## src/sca_pkg.sv

```systemverilog
/*
 * Shared constants and types for the sampling-clock alignment block:
 * register offsets, field positions, reset values, ramp timing and the
 * packed state carried by the block.
 * Assumes a byte-wide register port addressed at the printed offsets.
 */
package sca_pkg;

    // Register offsets (byte-wide registers, one per address).
    localparam logic [11:0] OFS_DELAY_INV   = 12'h0_028;
    localparam logic [11:0] OFS_DELAY_CRS   = 12'h0_029;
    localparam logic [11:0] OFS_DELAY_FINE  = 12'h0_02A;
    localparam logic [11:0] OFS_RAMP_CTL    = 12'h0_02B;
    localparam logic [11:0] OFS_FLAGS_LOW   = 12'h0_02C;
    localparam logic [11:0] OFS_FLAGS_MID   = 12'h0_02D;
    localparam logic [11:0] OFS_FLAGS_HIGH  = 12'h0_02E;
    localparam logic [11:0] OFS_CLOCK_CTL   = 12'h0_030;
    localparam logic [11:0] OFS_CAL_ENABLE  = 12'h0_031;
    localparam logic [11:0] OFS_CAL_CFG     = 12'h0_032;
    localparam logic [11:0] OFS_CAL_STATUS  = 12'h0_033;
    localparam logic [11:0] OFS_CAL_RESULT  = 12'h0_034;
    localparam logic [11:0] OFS_CAL_RES_INV = 12'h0_035;

    // Field positions.
    localparam int RAMP_EN_BIT    = 0;
    localparam int RAMP_FAST_BIT  = 1;
    localparam int SEL_LSB        = 0;
    localparam int STEP_FINE_BIT  = 4;
    localparam int CAL_EN_BIT     = 0;
    localparam int DONE_BIT       = 0;
    localparam int WIN_VALID_BIT  = 1;

    // Reset values.
    localparam logic [7:0] RST_COARSE  = 8'h00;
    localparam logic [7:0] RST_FINE    = 8'h00;
    localparam logic [7:0] RST_CAL_CFG = 8'h00;
    localparam logic       RST_STEP_FINE = 1'b1;

    // Timing and geometry.
    localparam int         NUM_PHASES    = 24;
    localparam int         SEL_BITS      = 4;
    localparam logic [7:0] RAMP_LAST     = 8'hFF;  // 256 clocks per ramp step.
    localparam logic [7:0] STEP_SLOW     = 8'h01;
    localparam logic [7:0] STEP_FAST     = 8'h04;
    localparam logic [1:0] EDGES_VALID   = 2'h3;
    localparam logic [7:0] CODE_LAST     = 8'hFF;

    typedef enum logic [1:0] {
        CAL_IDLE   = 2'b00,
        CAL_SEARCH = 2'b01,
        CAL_DONE   = 2'b10
    } sca_cal_t;

    // Delay setting handed to the analog delay line.
    typedef struct packed {
        logic       invert;
        logic [7:0] coarse;
        logic [7:0] fine;
    } sca_delay_t;

    typedef struct packed {
        logic                  inv;
        logic [7:0]            coarse_tgt;
        logic [7:0]            fine;
        logic                  ramp_en;
        logic                  ramp_fast;
        logic [7:0]            coarse_now;
        logic [7:0]            ramp_cnt;
        logic [SEL_BITS-1:0]   phase_sel;
        logic                  step_fine;
        logic [NUM_PHASES-1:0] flags;
        logic [1:0]            edge_cnt;
        logic                  tap0_prev;
        logic                  sel_prev;
        logic                  capture;
        sca_cal_t              cal;
        logic                  cal_en;
        logic [7:0]            cal_cfg;
        logic                  cal_inv;
        logic [7:0]            cal_coarse;
        logic [3:0]            cal_wait;
        logic                  have_prev;
        logic                  clk_prev;
        logic                  found0;
        logic [7:0]            found0_code;
        logic                  res_inv;
        logic [7:0]            res_coarse;
        logic                  complete;
        sca_delay_t            applied;
        logic [7:0]            rdata;
    } sca_state_t;

endpackage : sca_pkg

```

## src/sca_align.sv

```systemverilog
/*
 * Sampling-clock alignment: coarse delay ramp, SYSREF capture-window
 * detector with phase choice, and automatic delay calibration.
 * Assumes the analog front end supplies SYSREF sampled at each delayed
 * capture phase and the internal clock level seen at the SYSREF rise,
 * all synchronous to CLOCK, and that it applies DELAY_SET to the clock.
 */
`timescale 1ns/100ps

// Operation
// - Ramp coarse delay gradually when ramping enabled.
// - Speed: one or four steps per 256.
// - Each coarse write restarts ramp toward it.
// - Record SYSREF position as 24 phase flags.
// - Flags valid after three SYSREF rising edges.
// - Flag one marks risky phase, zero usable.
// - Edge flags 0 and 23 always read one.
// - Phase choice index selects phases 0 to 15.
// - Window step control picks coarse or fine.
// - Search delay until falling edge meets SYSREF.
// - Found setting readable in calibration result.
// - Calibrated setting stays in use afterwards.
// - Search both polarities, keep smallest coarse code.
// - Invert adds half period; 256 coarse, fine.
// - Delay changes on the fly allowed.
module sca_align #(
    parameter int NUM_PHASES = 24,
    parameter int SEL_BITS   = 4
) (
    input  wire logic                            CLOCK,
    input  wire logic                            RESET,
    input  wire logic [11:0]                     ADDR,
    input  wire logic [7:0]                      WDATA,
    input  wire logic                            WR,
    input  wire logic                            RD,
    output logic      [7:0]                      RDATA,
    input  wire logic [sca_pkg::NUM_PHASES-1:0]  SYSREF_TAPS,
    input  wire logic                            CLK_AT_SYSREF,
    output sca_pkg::sca_delay_t                  DELAY_SET,
    output logic                                 WINDOW_STEP_FINE,
    output logic                                 SYSREF_CAPTURE
);

    // The state layout is fixed in the package, so other sizes are refused.
    if (NUM_PHASES != sca_pkg::NUM_PHASES || SEL_BITS != sca_pkg::SEL_BITS) begin : g_chk
        $error("sca_align: phase count or select width not supported");
    end

    sca_pkg::sca_state_t s_reg;
    sca_pkg::sca_state_t s_next;

    // Ramp step helper: move toward the target by at most the step size.
    function automatic logic [7:0] ramp_step(input logic [7:0] now,
                                             input logic [7:0] tgt,
                                             input logic [7:0] step);
        logic [7:0] gap;
        gap = (tgt > now) ? tgt - now : now - tgt;
        if (gap <= step) begin
            ramp_step = tgt;
        end else if (tgt > now) begin
            ramp_step = now + step;
        end else begin
            ramp_step = now - step;
        end
    endfunction : ramp_step

    // Window flags as seen by software: all risky until enough edges.
    function automatic logic [NUM_PHASES-1:0] shown_flags(input sca_pkg::sca_state_t st);
        logic [NUM_PHASES-1:0] f;
        f = st.flags;
        if (st.edge_cnt != sca_pkg::EDGES_VALID) begin
            f = '1;
        end
        f[0] = 1'b1;
        f[NUM_PHASES-1] = 1'b1;
        shown_flags = f;
    endfunction : shown_flags

    // Whole next-state computation of the block.
    always_comb begin
        logic                  rise;
        logic                  sel_tap;
        logic                  hit;
        logic                  use1;
        logic [7:0]            step;
        logic [NUM_PHASES-1:0] shown;
        logic [NUM_PHASES-1:0] seen;
        rise    = 1'b0;
        seen    = '0;
        sel_tap = 1'b0;
        hit     = 1'b0;
        use1    = 1'b0;
        step    = sca_pkg::STEP_SLOW;
        shown   = shown_flags(s_reg);
        s_next  = s_reg;

        // SYSREF rise seen on the earliest tap; capture on the chosen tap.
        rise = SYSREF_TAPS[0] & ~s_reg.tap0_prev;
        s_next.tap0_prev = SYSREF_TAPS[0];
        sel_tap = SYSREF_TAPS[s_reg.phase_sel];
        s_next.sel_prev = sel_tap;
        s_next.capture  = sel_tap & ~s_reg.sel_prev;

        // A phase whose sample disagrees with its neighbour sits on the
        // SYSREF edge and so risks setup or hold; flags accumulate.
        if (rise) begin
            for (int i = 0; i < NUM_PHASES - 1; i++) begin
                if (SYSREF_TAPS[i] != SYSREF_TAPS[i+1]) begin
                    seen[i]   = 1'b1;
                    seen[i+1] = 1'b1;
                end
            end
            s_next.flags = s_reg.flags | seen;
            if (s_reg.edge_cnt != sca_pkg::EDGES_VALID) begin
                s_next.edge_cnt = s_reg.edge_cnt + 2'h1;
            end
        end

        // Coarse ramp; the slow or fast step lands once per 256 clocks.
        step = s_reg.ramp_fast ? sca_pkg::STEP_FAST : sca_pkg::STEP_SLOW;
        if (!s_reg.ramp_en) begin
            s_next.coarse_now = s_reg.coarse_tgt;
            s_next.ramp_cnt   = 8'h00;
        end else if (s_reg.coarse_now == s_reg.coarse_tgt) begin
            s_next.ramp_cnt   = 8'h00;
        end else begin
            s_next.ramp_cnt = s_reg.ramp_cnt + 8'h01;
            if (s_reg.ramp_cnt == sca_pkg::RAMP_LAST) begin
                s_next.coarse_now = ramp_step(s_reg.coarse_now, s_reg.coarse_tgt, step);
            end
        end

        // Calibration search: each code is held for cfg[3:0]+1 SYSREF edges so
        // the delay line settles before the clock level is judged.
        case (s_reg.cal)
            sca_pkg::CAL_IDLE, sca_pkg::CAL_DONE: begin
            end
            sca_pkg::CAL_SEARCH: begin
                if (rise) begin
                    if (s_reg.cal_wait < s_reg.cal_cfg[3:0]) begin
                        s_next.cal_wait = s_reg.cal_wait + 4'h1;
                    end else begin
                        s_next.cal_wait = 4'h0;
                        // Clock high then low at the SYSREF rise: its
                        // falling edge now lines up with SYSREF.
                        hit = s_reg.have_prev & s_reg.clk_prev & ~CLK_AT_SYSREF;
                        if (!s_reg.cal_inv && (hit || s_reg.cal_coarse == sca_pkg::CODE_LAST)) begin
                            s_next.found0      = hit;
                            s_next.found0_code = s_reg.cal_coarse;
                            s_next.cal_inv     = 1'b1;
                            s_next.cal_coarse  = 8'h00;
                            s_next.have_prev   = 1'b0;
                        end else if (hit || s_reg.cal_coarse == sca_pkg::CODE_LAST) begin
                            // Keep the polarity needing the smaller code.
                            use1 = hit && (!s_reg.found0 ||
                                           s_reg.cal_coarse < s_reg.found0_code);
                            if (use1) begin
                                s_next.res_inv    = 1'b1;
                                s_next.res_coarse = s_reg.cal_coarse;
                            end else if (s_reg.found0) begin
                                s_next.res_inv    = 1'b0;
                                s_next.res_coarse = s_reg.found0_code;
                            end else begin
                                s_next.res_inv    = 1'b0;
                                s_next.res_coarse = sca_pkg::RST_COARSE;
                            end
                            s_next.cal      = sca_pkg::CAL_DONE;
                            s_next.complete = 1'b1;
                            // Result becomes the working setting.
                            s_next.inv        = s_next.res_inv;
                            s_next.coarse_tgt = s_next.res_coarse;
                            s_next.coarse_now = s_next.res_coarse;
                        end else begin
                            s_next.cal_coarse = s_reg.cal_coarse + 8'h01;
                            s_next.have_prev  = 1'b1;
                            s_next.clk_prev   = CLK_AT_SYSREF;
                        end
                    end
                end
            end
            default: begin
                s_next.cal = sca_pkg::CAL_IDLE;
            end
        endcase

        // Register writes.
        if (WR) begin
            case (ADDR)
                sca_pkg::OFS_DELAY_INV: begin
                    s_next.inv = WDATA[0];
                end
                sca_pkg::OFS_DELAY_CRS: begin
                    s_next.coarse_tgt = WDATA;
                    s_next.ramp_cnt   = 8'h00;
                end
                sca_pkg::OFS_DELAY_FINE: begin
                    s_next.fine = WDATA;
                end
                sca_pkg::OFS_RAMP_CTL: begin
                    s_next.ramp_en   = WDATA[sca_pkg::RAMP_EN_BIT];
                    s_next.ramp_fast = WDATA[sca_pkg::RAMP_FAST_BIT];
                end
                sca_pkg::OFS_CLOCK_CTL: begin
                    s_next.phase_sel = WDATA[sca_pkg::SEL_LSB +: SEL_BITS];
                    s_next.step_fine = WDATA[sca_pkg::STEP_FINE_BIT];
                    // A new step size moves every phase, so start over; a
                    // rise in this same cycle still counts, as a set wins.
                    s_next.flags    = seen;
                    s_next.edge_cnt = {1'b0, rise};
                end
                sca_pkg::OFS_CAL_ENABLE: begin
                    s_next.cal_en = WDATA[sca_pkg::CAL_EN_BIT];
                    if (WDATA[sca_pkg::CAL_EN_BIT] && !s_reg.cal_en) begin
                        s_next.cal        = sca_pkg::CAL_SEARCH;
                        s_next.complete   = 1'b0;
                        s_next.cal_inv    = 1'b0;
                        s_next.cal_coarse = 8'h00;
                        s_next.cal_wait   = 4'h0;
                        s_next.have_prev  = 1'b0;
                        s_next.found0     = 1'b0;
                    end else if (!WDATA[sca_pkg::CAL_EN_BIT]) begin
                        // Abort or release; a finished result stays in use.
                        s_next.cal = sca_pkg::CAL_IDLE;
                    end
                end
                sca_pkg::OFS_CAL_CFG: begin
                    s_next.cal_cfg = WDATA;
                end
                default: begin
                end
            endcase
        end

        // Register reads; unmapped addresses answer zero.
        s_next.rdata = 8'h00;
        if (RD) begin
            case (ADDR)
                sca_pkg::OFS_DELAY_INV:   s_next.rdata = {7'h00, s_reg.inv};
                sca_pkg::OFS_DELAY_CRS:   s_next.rdata = s_reg.coarse_tgt;
                sca_pkg::OFS_DELAY_FINE:  s_next.rdata = s_reg.fine;
                sca_pkg::OFS_RAMP_CTL:    s_next.rdata = {6'h00, s_reg.ramp_fast, s_reg.ramp_en};
                sca_pkg::OFS_FLAGS_LOW:   s_next.rdata = shown[7:0];
                sca_pkg::OFS_FLAGS_MID:   s_next.rdata = shown[15:8];
                sca_pkg::OFS_FLAGS_HIGH:  s_next.rdata = shown[23:16];
                sca_pkg::OFS_CLOCK_CTL:   s_next.rdata = {3'h0, s_reg.step_fine, s_reg.phase_sel};
                sca_pkg::OFS_CAL_ENABLE:  s_next.rdata = {7'h00, s_reg.cal_en};
                sca_pkg::OFS_CAL_CFG:     s_next.rdata = s_reg.cal_cfg;
                sca_pkg::OFS_CAL_STATUS:  s_next.rdata = {6'h00,
                                              s_reg.edge_cnt == sca_pkg::EDGES_VALID,
                                              s_reg.complete};
                sca_pkg::OFS_CAL_RESULT:  s_next.rdata = s_reg.res_coarse;
                sca_pkg::OFS_CAL_RES_INV: s_next.rdata = {7'h00, s_reg.res_inv};
                default:                  s_next.rdata = 8'h00;
            endcase
        end

        // While searching, the trial code drives the delay line directly;
        // otherwise the ramped software setting does.
        if (s_next.cal == sca_pkg::CAL_SEARCH) begin
            s_next.applied = '{invert: s_next.cal_inv, coarse: s_next.cal_coarse,
                               fine: s_next.fine};
        end else begin
            s_next.applied = '{invert: s_next.inv, coarse: s_next.coarse_now,
                               fine: s_next.fine};
        end
    end

    // State register with synchronous reset.
    always_ff @(posedge CLOCK) begin
        if (RESET) begin
            s_reg            <= '0;
            s_reg.coarse_tgt <= sca_pkg::RST_COARSE;
            s_reg.coarse_now <= sca_pkg::RST_COARSE;
            s_reg.fine       <= sca_pkg::RST_FINE;
            s_reg.cal_cfg    <= sca_pkg::RST_CAL_CFG;
            s_reg.step_fine  <= sca_pkg::RST_STEP_FINE;
            s_reg.cal        <= sca_pkg::CAL_IDLE;
            s_reg.applied    <= '{invert: 1'b0, coarse: sca_pkg::RST_COARSE,
                                  fine: sca_pkg::RST_FINE};
        end else begin
            s_reg <= s_next;
        end
    end

    // Outputs come straight from the state register.
    assign RDATA            = s_reg.rdata;
    assign DELAY_SET        = s_reg.applied;
    assign WINDOW_STEP_FINE = s_reg.step_fine;
    assign SYSREF_CAPTURE   = s_reg.capture;

endmodule : sca_align

```

## config.mk

```make
export PLATFORM = sky130hd
export DESIGN_NAME = sca_align
export DESIGN_NICKNAME = d
export VERILOG_FILES = /design/src/sca_pkg.sv /design/src/sca_align.sv
export SDC_FILE = /design/constraint.sdc
export NUM_CORES = 1
export LEC_CHECK = 0
export BUFFER_PORTS_ARGS = -buffer_cell sky130_fd_sc_hd__buf_2
export CAP_MARGIN = 20
export CORE_ASPECT_RATIO = 1.25
export CORE_UTILIZATION = 50
export CTS_CLUSTER_DIAMETER = 80
export CTS_CLUSTER_SIZE = 8
export DETAILED_ROUTE_END_ITERATION = 8
export PLACE_DENSITY = 0.68
export SETUP_SLACK_MARGIN = 0.2
export SYNTH_ARGS = -nofsm -noshare
export SYNTH_HDL_FRONTEND = slang
export SYNTH_SLANG_ARGS = --single-unit
export TNS_END_PERCENT = 20
```

## constraint.sdc

```tcl
create_clock -name CLOCK -period 10.6 [get_ports CLOCK]
set_input_delay 2.65 -clock CLOCK [delete_from_list [all_inputs] [get_ports CLOCK]]
set_output_delay 2.65 -clock CLOCK [all_outputs]
set_load 0.05 [all_outputs]
```

==> reports/metrics.cfg, run 1 <==
[critical_path]
crit_arrival_ns=5.12
cp_slowest_cell=o22ai_2
r2r_slack_ns=6.22
critPathMaxStageDelay_ns=0.56
worst-path-buf-inv=2
end_kind=flip-flop
rr_startpoint=s_reg[130]
path_cells=buf_2 -> nor4_4 -> nand3_1 -> or3_1 -> o22ai_2 -> inv_1 -> nor3_1 -> a21oi_1
r2r_end=DELAY_SET[15]
worstSetupPathType=in -> reg
critical_path.top_delay_family=simple AND/OR/NAND/NOR gates
cp_max_fo=15
critPathLaunchType=input port
reg2reg_depth=17
cp.required_ns=10.89

[cts]
clock-sinks=129
htree_levels=4
clk_latency_ns=0.42
clkTransAtPathRegs_ns=0.05
cts_max_path_buffers=2
cts_hold_buffers=0
cts_tree=yes
cts_resized=0
post_cts_buffers=0
cts_root_buffer=clkbuf_16
numCtsBuffers=17

[sta]
finalCritPeriodShare=0.455
rsz0062_at_grt=no
max_freq_mhz=207
finalCriticalPeriod_ns=4.82
relSlewSlack=0.331
tns_ns=0
hold_violations=0
tightest_slew_ns=0.999
skew_ns=0.00615
slew_viol_final=0
setup_viol_count_final=0

[finish]
layout-drive-gt1-share=0.134
layout.nets=1070
synthToLayoutAreaGrowth_pct=11.3
fillers=1409
largest_register_ffs=110
num_antenna_cells=0
seqCellArea_um2=2580
final_core_util=0.572
fin_cells=1173
multiInputGateArea_um2=4570

[floorplan]
fp.dieArea_um2=15900
rows=50
core_area_um2=15000
die_h_um=141
die_width_um=113
ios=76
start_util=0.514

[placed_design]
place_congestion=0.883
io_buffers=75
hpwlAfterDp_mm=16.6
dpl.cell_count=1144

[yosys]
ys_async_sr_fraction=0
synth_commonest_cells=129 x dfxtp_1, 87 x nand2_1, 87 x nor2_1
yosys.area.top_type=dfxtp_1
ys_ff_latch=129
synth_top_area_share=0.335
synth_fp_nets=1036
yosysWarnings=0
synth.avg_cell_area_um2=8.14
synthTopCellsByArea=dfxtp_1 33%, ha_1 6.0%, a21oi_1 4.7%
netlist_instances=947
syn_area_um2=7710
yosysMostFrequentCell=dfxtp_1
ys_types=81
synth_flop_cell=dfxtp_1
ys_seq_area_frac=0.335
synth_edf_count=0

[global_routing]
grt_pass1_vias=6623
grt_pass1_wl_mm=35.0
antenna_found_initial=0
overflow=0
grt_use_total=0.284
grt_max_degree=75

[detailed_routing]
wl_per_cell_um=18.8
wl_mm=22.1
drtIter0Drc=531
viasPerCell=6.13
post-route-drc-count=0
drt_pass1_iterations=5
vias=7192
ant_nets=0

[outcome]
status=finished, final reports clean

[worst_hold_path]
hold_start=s_reg[71]
min_to=SYSREF_CAPTURE
hold_path.class=reg -> reg
hold_path_depth=1

[pwr]
ir_worst_vdd_mv=0.0964
leakagePower_nw=3.15
pwr_density_cell_nw_per_um2=134

[run]
cap_viol_max_count=0

## kinds of logic after synthesis
kind of cell / Yosys count / synth area share
AO/OA/AOI/OAI: 253 / 0.229
flip-flops: 129 / 0.335
AND/OR/NAND/NOR: 360 / 0.232
adder cells (fa/ha/maj): 40 / 0.0678
multiplexers: 26 / 0.0407
buffers and inverters: 119 / 0.0732
XOR/XNOR: 20 / 0.0227
## cells in the final DEF (no fill, tap or decap), types with 8 or more instances in the layout
| cell | n |
|---|---|
| dfxtp_1 | 129 |
| nor2_1 | 87 |
| nand2_1 | 87 |
| buf_2 | 75 |
| nand3_1 | 73 |
| a21oi_1 | 73 |
| inv_1 | 54 |
| o21ai_0 | 37 |
| ha_1 | 37 |
| or3_1 | 22 |
| a32o_1 | 21 |
| mux2i_1 | 19 |
| clkbuf_16 | 17 |
| nor3_1 | 16 |
| nor2b_1 | 13 |
| nand2b_1 | 12 |
| xnor2_1 | 12 |
| a22oi_1 | 12 |
| nand4_1 | 11 |
| a211oi_1 | 10 |
| a31oi_1 | 10 |
| o211ai_1 | 9 |
| xor2_1 | 8 |
| o22ai_1 | 8 |
## metal layers
| metal | wire length (um) | GRT usage |
|---|---|---|
| met5 | 0 | 0 |
| met4 | 918 | 0.148 |
| met3 | 984 | 0.0473 |
| met2 | 11100 | 0.494 |
| met1 | 9100 | 0.333 |
## worst max path at each step
stage | start | to | slack (ns) | cells after the start
3_5_place_dp | ADDR[9] | DELAY_SET[9] | 5.41 | 8
2_1_floorplan | CLK_AT_SYSREF | DELAY_SET[12] | 6.18 | 10
3_3_place_gp | ADDR[9] | DELAY_SET[9] | 5.40 | 8
4_1_cts | ADDR[9] | DELAY_SET[9] | 5.87 | 8
5_1_grt | ADDR[9] | DELAY_SET[9] | 5.54 | 8
6_report | ADDR[9] | DELAY_SET[9] | 5.78 | 8
## power breakdown
part | total [mW] | internal (mW) | switching (mW) | leakage (nW)
clock | 0.595 | 0.389 | 0.205 | 0.295
combinational | 0.0550 | 0.0208 | 0.0342 | 1.81
sequential | 0.502 | 0.495 | 0.00658 | 1.05
## per-stage QoR
step | hold WS, ns | total power, mW | setup slack [ns] | instance area [um2]
floorplan | 0.367 | 0.539 | 6.18 | 7710
global placement | 0.376 | 0.565 | 5.40 | 7990
detailed placement | 0.387 | 0.566 | 5.41 | 7990
CTS | 0.390 | 1.15 | 5.87 | 8580
global route | 0.408 | 1.18 | 5.54 | 8580
finish | 0.387 | 1.15 | 5.78 | 8580
## area by class of cell
class / instances / area share
sequential: 129 / 0.301
clock inverter: 6 / 0.0122
inverter: 54 / 0.0236
tap: 182 / 0.0265
multi-input combinational: 699 / 0.532
timing repair buffer: 80 / 0.0481
clock buffer: 23 / 0.0568
Power figures use the tool's default switching activity.
==> inputs of run 2 (changes only) <==
==> constraint.sdc (replaced) <==
create_clock -name CLOCK -period 4.7 [get_ports CLOCK]
set_input_delay 1.175 -clock CLOCK [delete_from_list [all_inputs] [get_ports CLOCK]]
set_output_delay 1.175 -clock CLOCK [all_outputs]
set_load 0.05 [all_outputs]
==> reports/metrics.cfg, run 2 (synthesis gave the netlist of run 1 again) <==
[finish]
fin_area_um2=8700
layout-drive-gt1-share=0.146
layout.nets=1079
mostFrequentLayoutCell=dfxtp_1
num_antenna_cells=0
final_cell_mix=129 x dfxtp_1, 87 x nor2_1, 87 x nand2_1
largest_register_ffs=110
synthToLayoutAreaGrowth_pct=12.8

[floorplan]
core_area_um2=15000
die_h_um=141
die_width_um=113
rows=50
start_util=0.514
fp.dieArea_um2=15900
ios=76

[sta]
relSlewSlack=0.382
tightest_slew_ns=0.926
setup_viol_count_final=0
max_freq_mhz=245
rsz0062_at_grt=no
fin_hold_ws_ns=0.387
finalCriticalPeriod_ns=4.08
hold_violations=0
tns_ns=0
finalCritPeriodShare=0.868
slew_viol_final=0
skew_ns=0.00743

[pwr]
pwr_density_cell_nw_per_um2=311
leakagePower_nw=3.21
ir_worst_vdd_mv=0.225

[critical_path]
critPathLaunchType=flip-flop
crit_arrival_ns=4.37
rr_startpoint=s_reg[130]
cp.required_ns=4.99
startpoint=s_reg[130]
worstSetupPathType=reg -> reg
cp_max_fo=12
end_kind=flip-flop

[cts]
cts_resized=0
cts_hold_buffers=0
clkTransAtPathRegs_ns=0.06
cts_max_path_buffers=2
cts_root_buffer=clkbuf_16
post_cts_buffers=0
clock-sinks=129
htree_levels=4
clk_latency_ns=0.43
numCtsBuffers=17
cts_tree=yes

[detailed_routing]
drtIter0Drc=573
vias=7258
post-route-drc-count=0
viasPerCell=6.12
wl_per_cell_um=18.7
wl_mm=22.2
ant_nets=0
drt_pass1_iterations=5

[placed_design]
io_buffers=75
place_area_um2=8060
place_congestion=0.929
hpwlAfterDp_mm=16.7

[run]
cap_viol_max_count=0

[global_routing]
grt_max_degree=65
grt_use_total=0.288
grt_pass1_wl_mm=35.6
antenna_found_initial=0
overflow=0
grt_pass1_vias=6852

[outcome]
status=finished, final reports clean

[worst_hold_path]
hold_start=s_reg[71]
hold_path.class=reg -> reg

-- run 2: critical path, cell delays in order, from the launching register on --
cell      delay, ns
dfxtp_1        0.34
inv_1          0.09
ha_1           0.23
inv_1          0.07
fa_1           0.39
nand3_1        0.15
a21oi_1        0.12
o31ai_4        0.60
nand2b_1       0.21
ha_1           0.22
nor2b_1        0.13
o21ai_0        0.22
a21oi_1        0.14
o41ai_1        0.32
xnor2_1        0.16
nand2_1        0.07
a221oi_1       0.36
o22ai_1        0.11
-- run 2: where the power goes --
part,total [mW],internal (mW),switching [mW]
Sequential,1.13,1.12,0.0151
Combinational,0.124,0.0475,0.0767
Clock,1.45,0.913,0.542
-- run 2: cell type report --
cell class / count / area [um2]
clock buffer: 19 / 443
clock inverter: 13 / 200
fill: 1420 / 6310
inverter: 54 / 203
multi-input combinational: 699 / 4570
sequential: 129 / 2580
tap: 182 / 228
timing repair buffer: 89 / 480
-- run 2: through the flow --
| step | instances | setup slack, ns | util | power [mW] |
|---|---|---|---|---|
| detailed placement | 1153 | 0.637 | 0.537 | 1.28 |
| global placement | 1153 | 0.777 | 0.537 | 1.28 |
| CTS | 1185 | 0.641 | 0.580 | 2.71 |
| global route | 1185 | 0.314 | 0.580 | 2.78 |
| floorplan | 947 | 1.22 | - | 1.21 |
| finish | 1185 | 0.622 | 0.580 | 2.71 |
-- run 2: per-layer routing --
layer / part of all wire / up-vias / global-route usage
met2: 0.50 / 245 / 0.502
met1: 0.41 / 3418 / 0.340
met5: 0 / - / 0
met3: 0.051 / 61 / 0.0426
li1: - / 3534 / -
met4: 0.041 / 0 / 0.150
-- run 2: path summary, 6_finish.rpt --
kind / endpoint / slack (ns) / cells past startpoint
worst max-delay path: s_reg[119] / 0.62 / 17
worst min-delay path: SYSREF_CAPTURE / 0.39 / 1
worst max register to register: s_reg[119] / 0.62 / 17
worst min register to register: SYSREF_CAPTURE / 0.39 / 1
==> inputs of run 3 (changes only) <==
--- a/config.mk
+++ b/config.mk
@@ -12,7 +12,7 @@
 export CTS_CLUSTER_DIAMETER = 80
 export CTS_CLUSTER_SIZE = 8
 export DETAILED_ROUTE_END_ITERATION = 8
-export PLACE_DENSITY = 0.68
+export PLACE_DENSITY_LB_ADDON = 0.05
 export SETUP_SLACK_MARGIN = 0.2
 export SYNTH_ARGS = -nofsm -noshare
 export SYNTH_HDL_FRONTEND = slang
==> reports/metrics.cfg, run 3 (synthesis gave the netlist of run 1 again) <==
[outcome]
status=finished, final reports clean

[global_routing]
grt_max_degree=66
antenna_found_initial=0
busiest_layer=met2
grt_pass1_wl_mm=37.0
use_met3=0.0473
grt_pass1_vias=6987
grt_use_total=0.298
met2_usage=0.530
overflow=0
use_met1=0.355

[detailed_routing]
ant_nets=0
viasPerCell=6.15
vias=7283
drt_pass1_iterations=5
post-route-drc-count=0
drtIter0Drc=503
wl_per_cell_um=19.3
wl_mm=22.9

[worst_hold_path]
hold_start=s_reg[71]
min_to=SYSREF_CAPTURE
hold_path.class=reg -> reg
hold_path_depth=1

[cts]
cts_tree=yes
htree_levels=4
post_cts_buffers=0
clkTransAtPathRegs_ns=0.06
clock-sinks=129
cts_max_path_buffers=2
cts_root_buffer=clkbuf_16
cts_resized=0
numCtsBuffers=17
clk_latency_ns=0.42
cts_hold_buffers=0

[sta]
finalCriticalPeriod_ns=4.13
skew_ns=0.00836
relSlewSlack=0.388
hold_violations=0
rsz0062_at_grt=no
max_freq_mhz=242
fin_hold_ws_ns=0.388
setup_viol_count_final=0
tightest_slew_ns=0.917
tns_ns=0
finalCritPeriodShare=0.878
slew_viol_final=0

[critical_path]
cp.required_ns=4.98
rr_startpoint=s_reg[130]
r2r_slack_ns=0.57
end_kind=flip-flop
worst-path-buf-inv=2
worstSetupPathType=reg -> reg
path_cells=inv_1 -> ha_1 -> inv_1 -> fa_1 -> nand3_1 -> a21oi_1 -> o31ai_4 -> nand2b_1 -> ha_1 -> nor2b_1 -> o21ai_0 -> a21oi_1 -> o41ai_1 -> xnor2_1 -> nand2_1 -> a221oi_1 -> o22ai_1
critPathMaxStageDelay_ns=0.58
cp_slowest_cell=o31ai_4
cp.depth=17
critPathLaunchType=flip-flop
startpoint=s_reg[130]
r2r_end=s_reg[119]
reg2reg_depth=17
cp_max_fo=12
crit_arrival_ns=4.40
critical_path.top_delay_family=compound AO/OA/AOI/OAI gates

[floorplan]
die_h_um=141
ios=76
start_util=0.514
core_area_um2=15000
die_width_um=113
rows=50
fp.dieArea_um2=15900

[pwr]
total_power_mw=2.66
pwr_density_cell_nw_per_um2=307
leakagePower_nw=3.21
ir_worst_vdd_mv=0.222

[finish]
layout.nets=1080
fin_cells=1185
num_antenna_cells=0
mostFrequentLayoutCell=dfxtp_1
largest_register_ffs=110
layout-drive-gt1-share=0.147
final_core_util=0.579
synthToLayoutAreaGrowth_pct=12.7
final_cell_mix=129 x dfxtp_1, 87 x nor2_1, 87 x nand2_1

[placed_design]
io_buffers=75
place_congestion=0.935
dpl.cell_count=1154
hpwlAfterDp_mm=17.2

[run]
cap_viol_max_count=0

run 3: worst register-to-register path, stage by stage, from the launching register on:
cell and delay (ns):
dfxtp_1 0.35, inv_1 0.09, ha_1 0.21, inv_1 0.08
fa_1 0.41, nand3_1 0.15, a21oi_1 0.11, o31ai_4 0.58
nand2b_1 0.21, ha_1 0.22, nor2b_1 0.12, o21ai_0 0.23
a21oi_1 0.13, o41ai_1 0.35, xnor2_1 0.17, nand2_1 0.07
a221oi_1 0.37, o22ai_1 0.12
run 3: area by class of cell:
class                      count  area [um2]
clock inverter                13         185
inverter                      54         203
tap                          182         228
fill                        1444        6320
timing repair buffer          90         488
sequential                   129        2580
multi-input combinational    699        4570
clock buffer                  18         439
run 3: how the worst max path moves through the flow:
stage | end | slack (ns)
5_1_grt | DELAY_SET[15] | 0.31
6_report | s_reg[119] | 0.57
3_3_place_gp | s_reg[119] | 0.78
4_1_cts | s_reg[119] | 0.59
2_1_floorplan | DELAY_SET[15] | 1.22
3_5_place_dp | s_reg[119] | 0.64
run 3: routing by layer:
metal | vias up | routed length [um]
li1 | 3535 | -
met1 | 3445 | 9530
met2 | 250 | 11600
met3 | 53 | 1140
met4 | 0 | 686
met5 | - | 0
run 3: where the power goes:
| part | leakage [nW] | total [mW] | internal, mW | switching [mW] |
|---|---|---|---|---|
| Sequential | 1.05 | 1.13 | 1.12 | 0.0150 |
| Combinational | 1.86 | 0.125 | 0.0474 | 0.0775 |
| Clock | 0.303 | 1.41 | 0.900 | 0.509 |
run 3: through the flow:
step	setup WS, ns	instance area (um2)
after detailed placement	0.641	8070
after global routing	0.312	8690
after CTS	0.590	8690
after global placement	0.777	8070
final	0.572	8690
after floorplan	1.22	7710
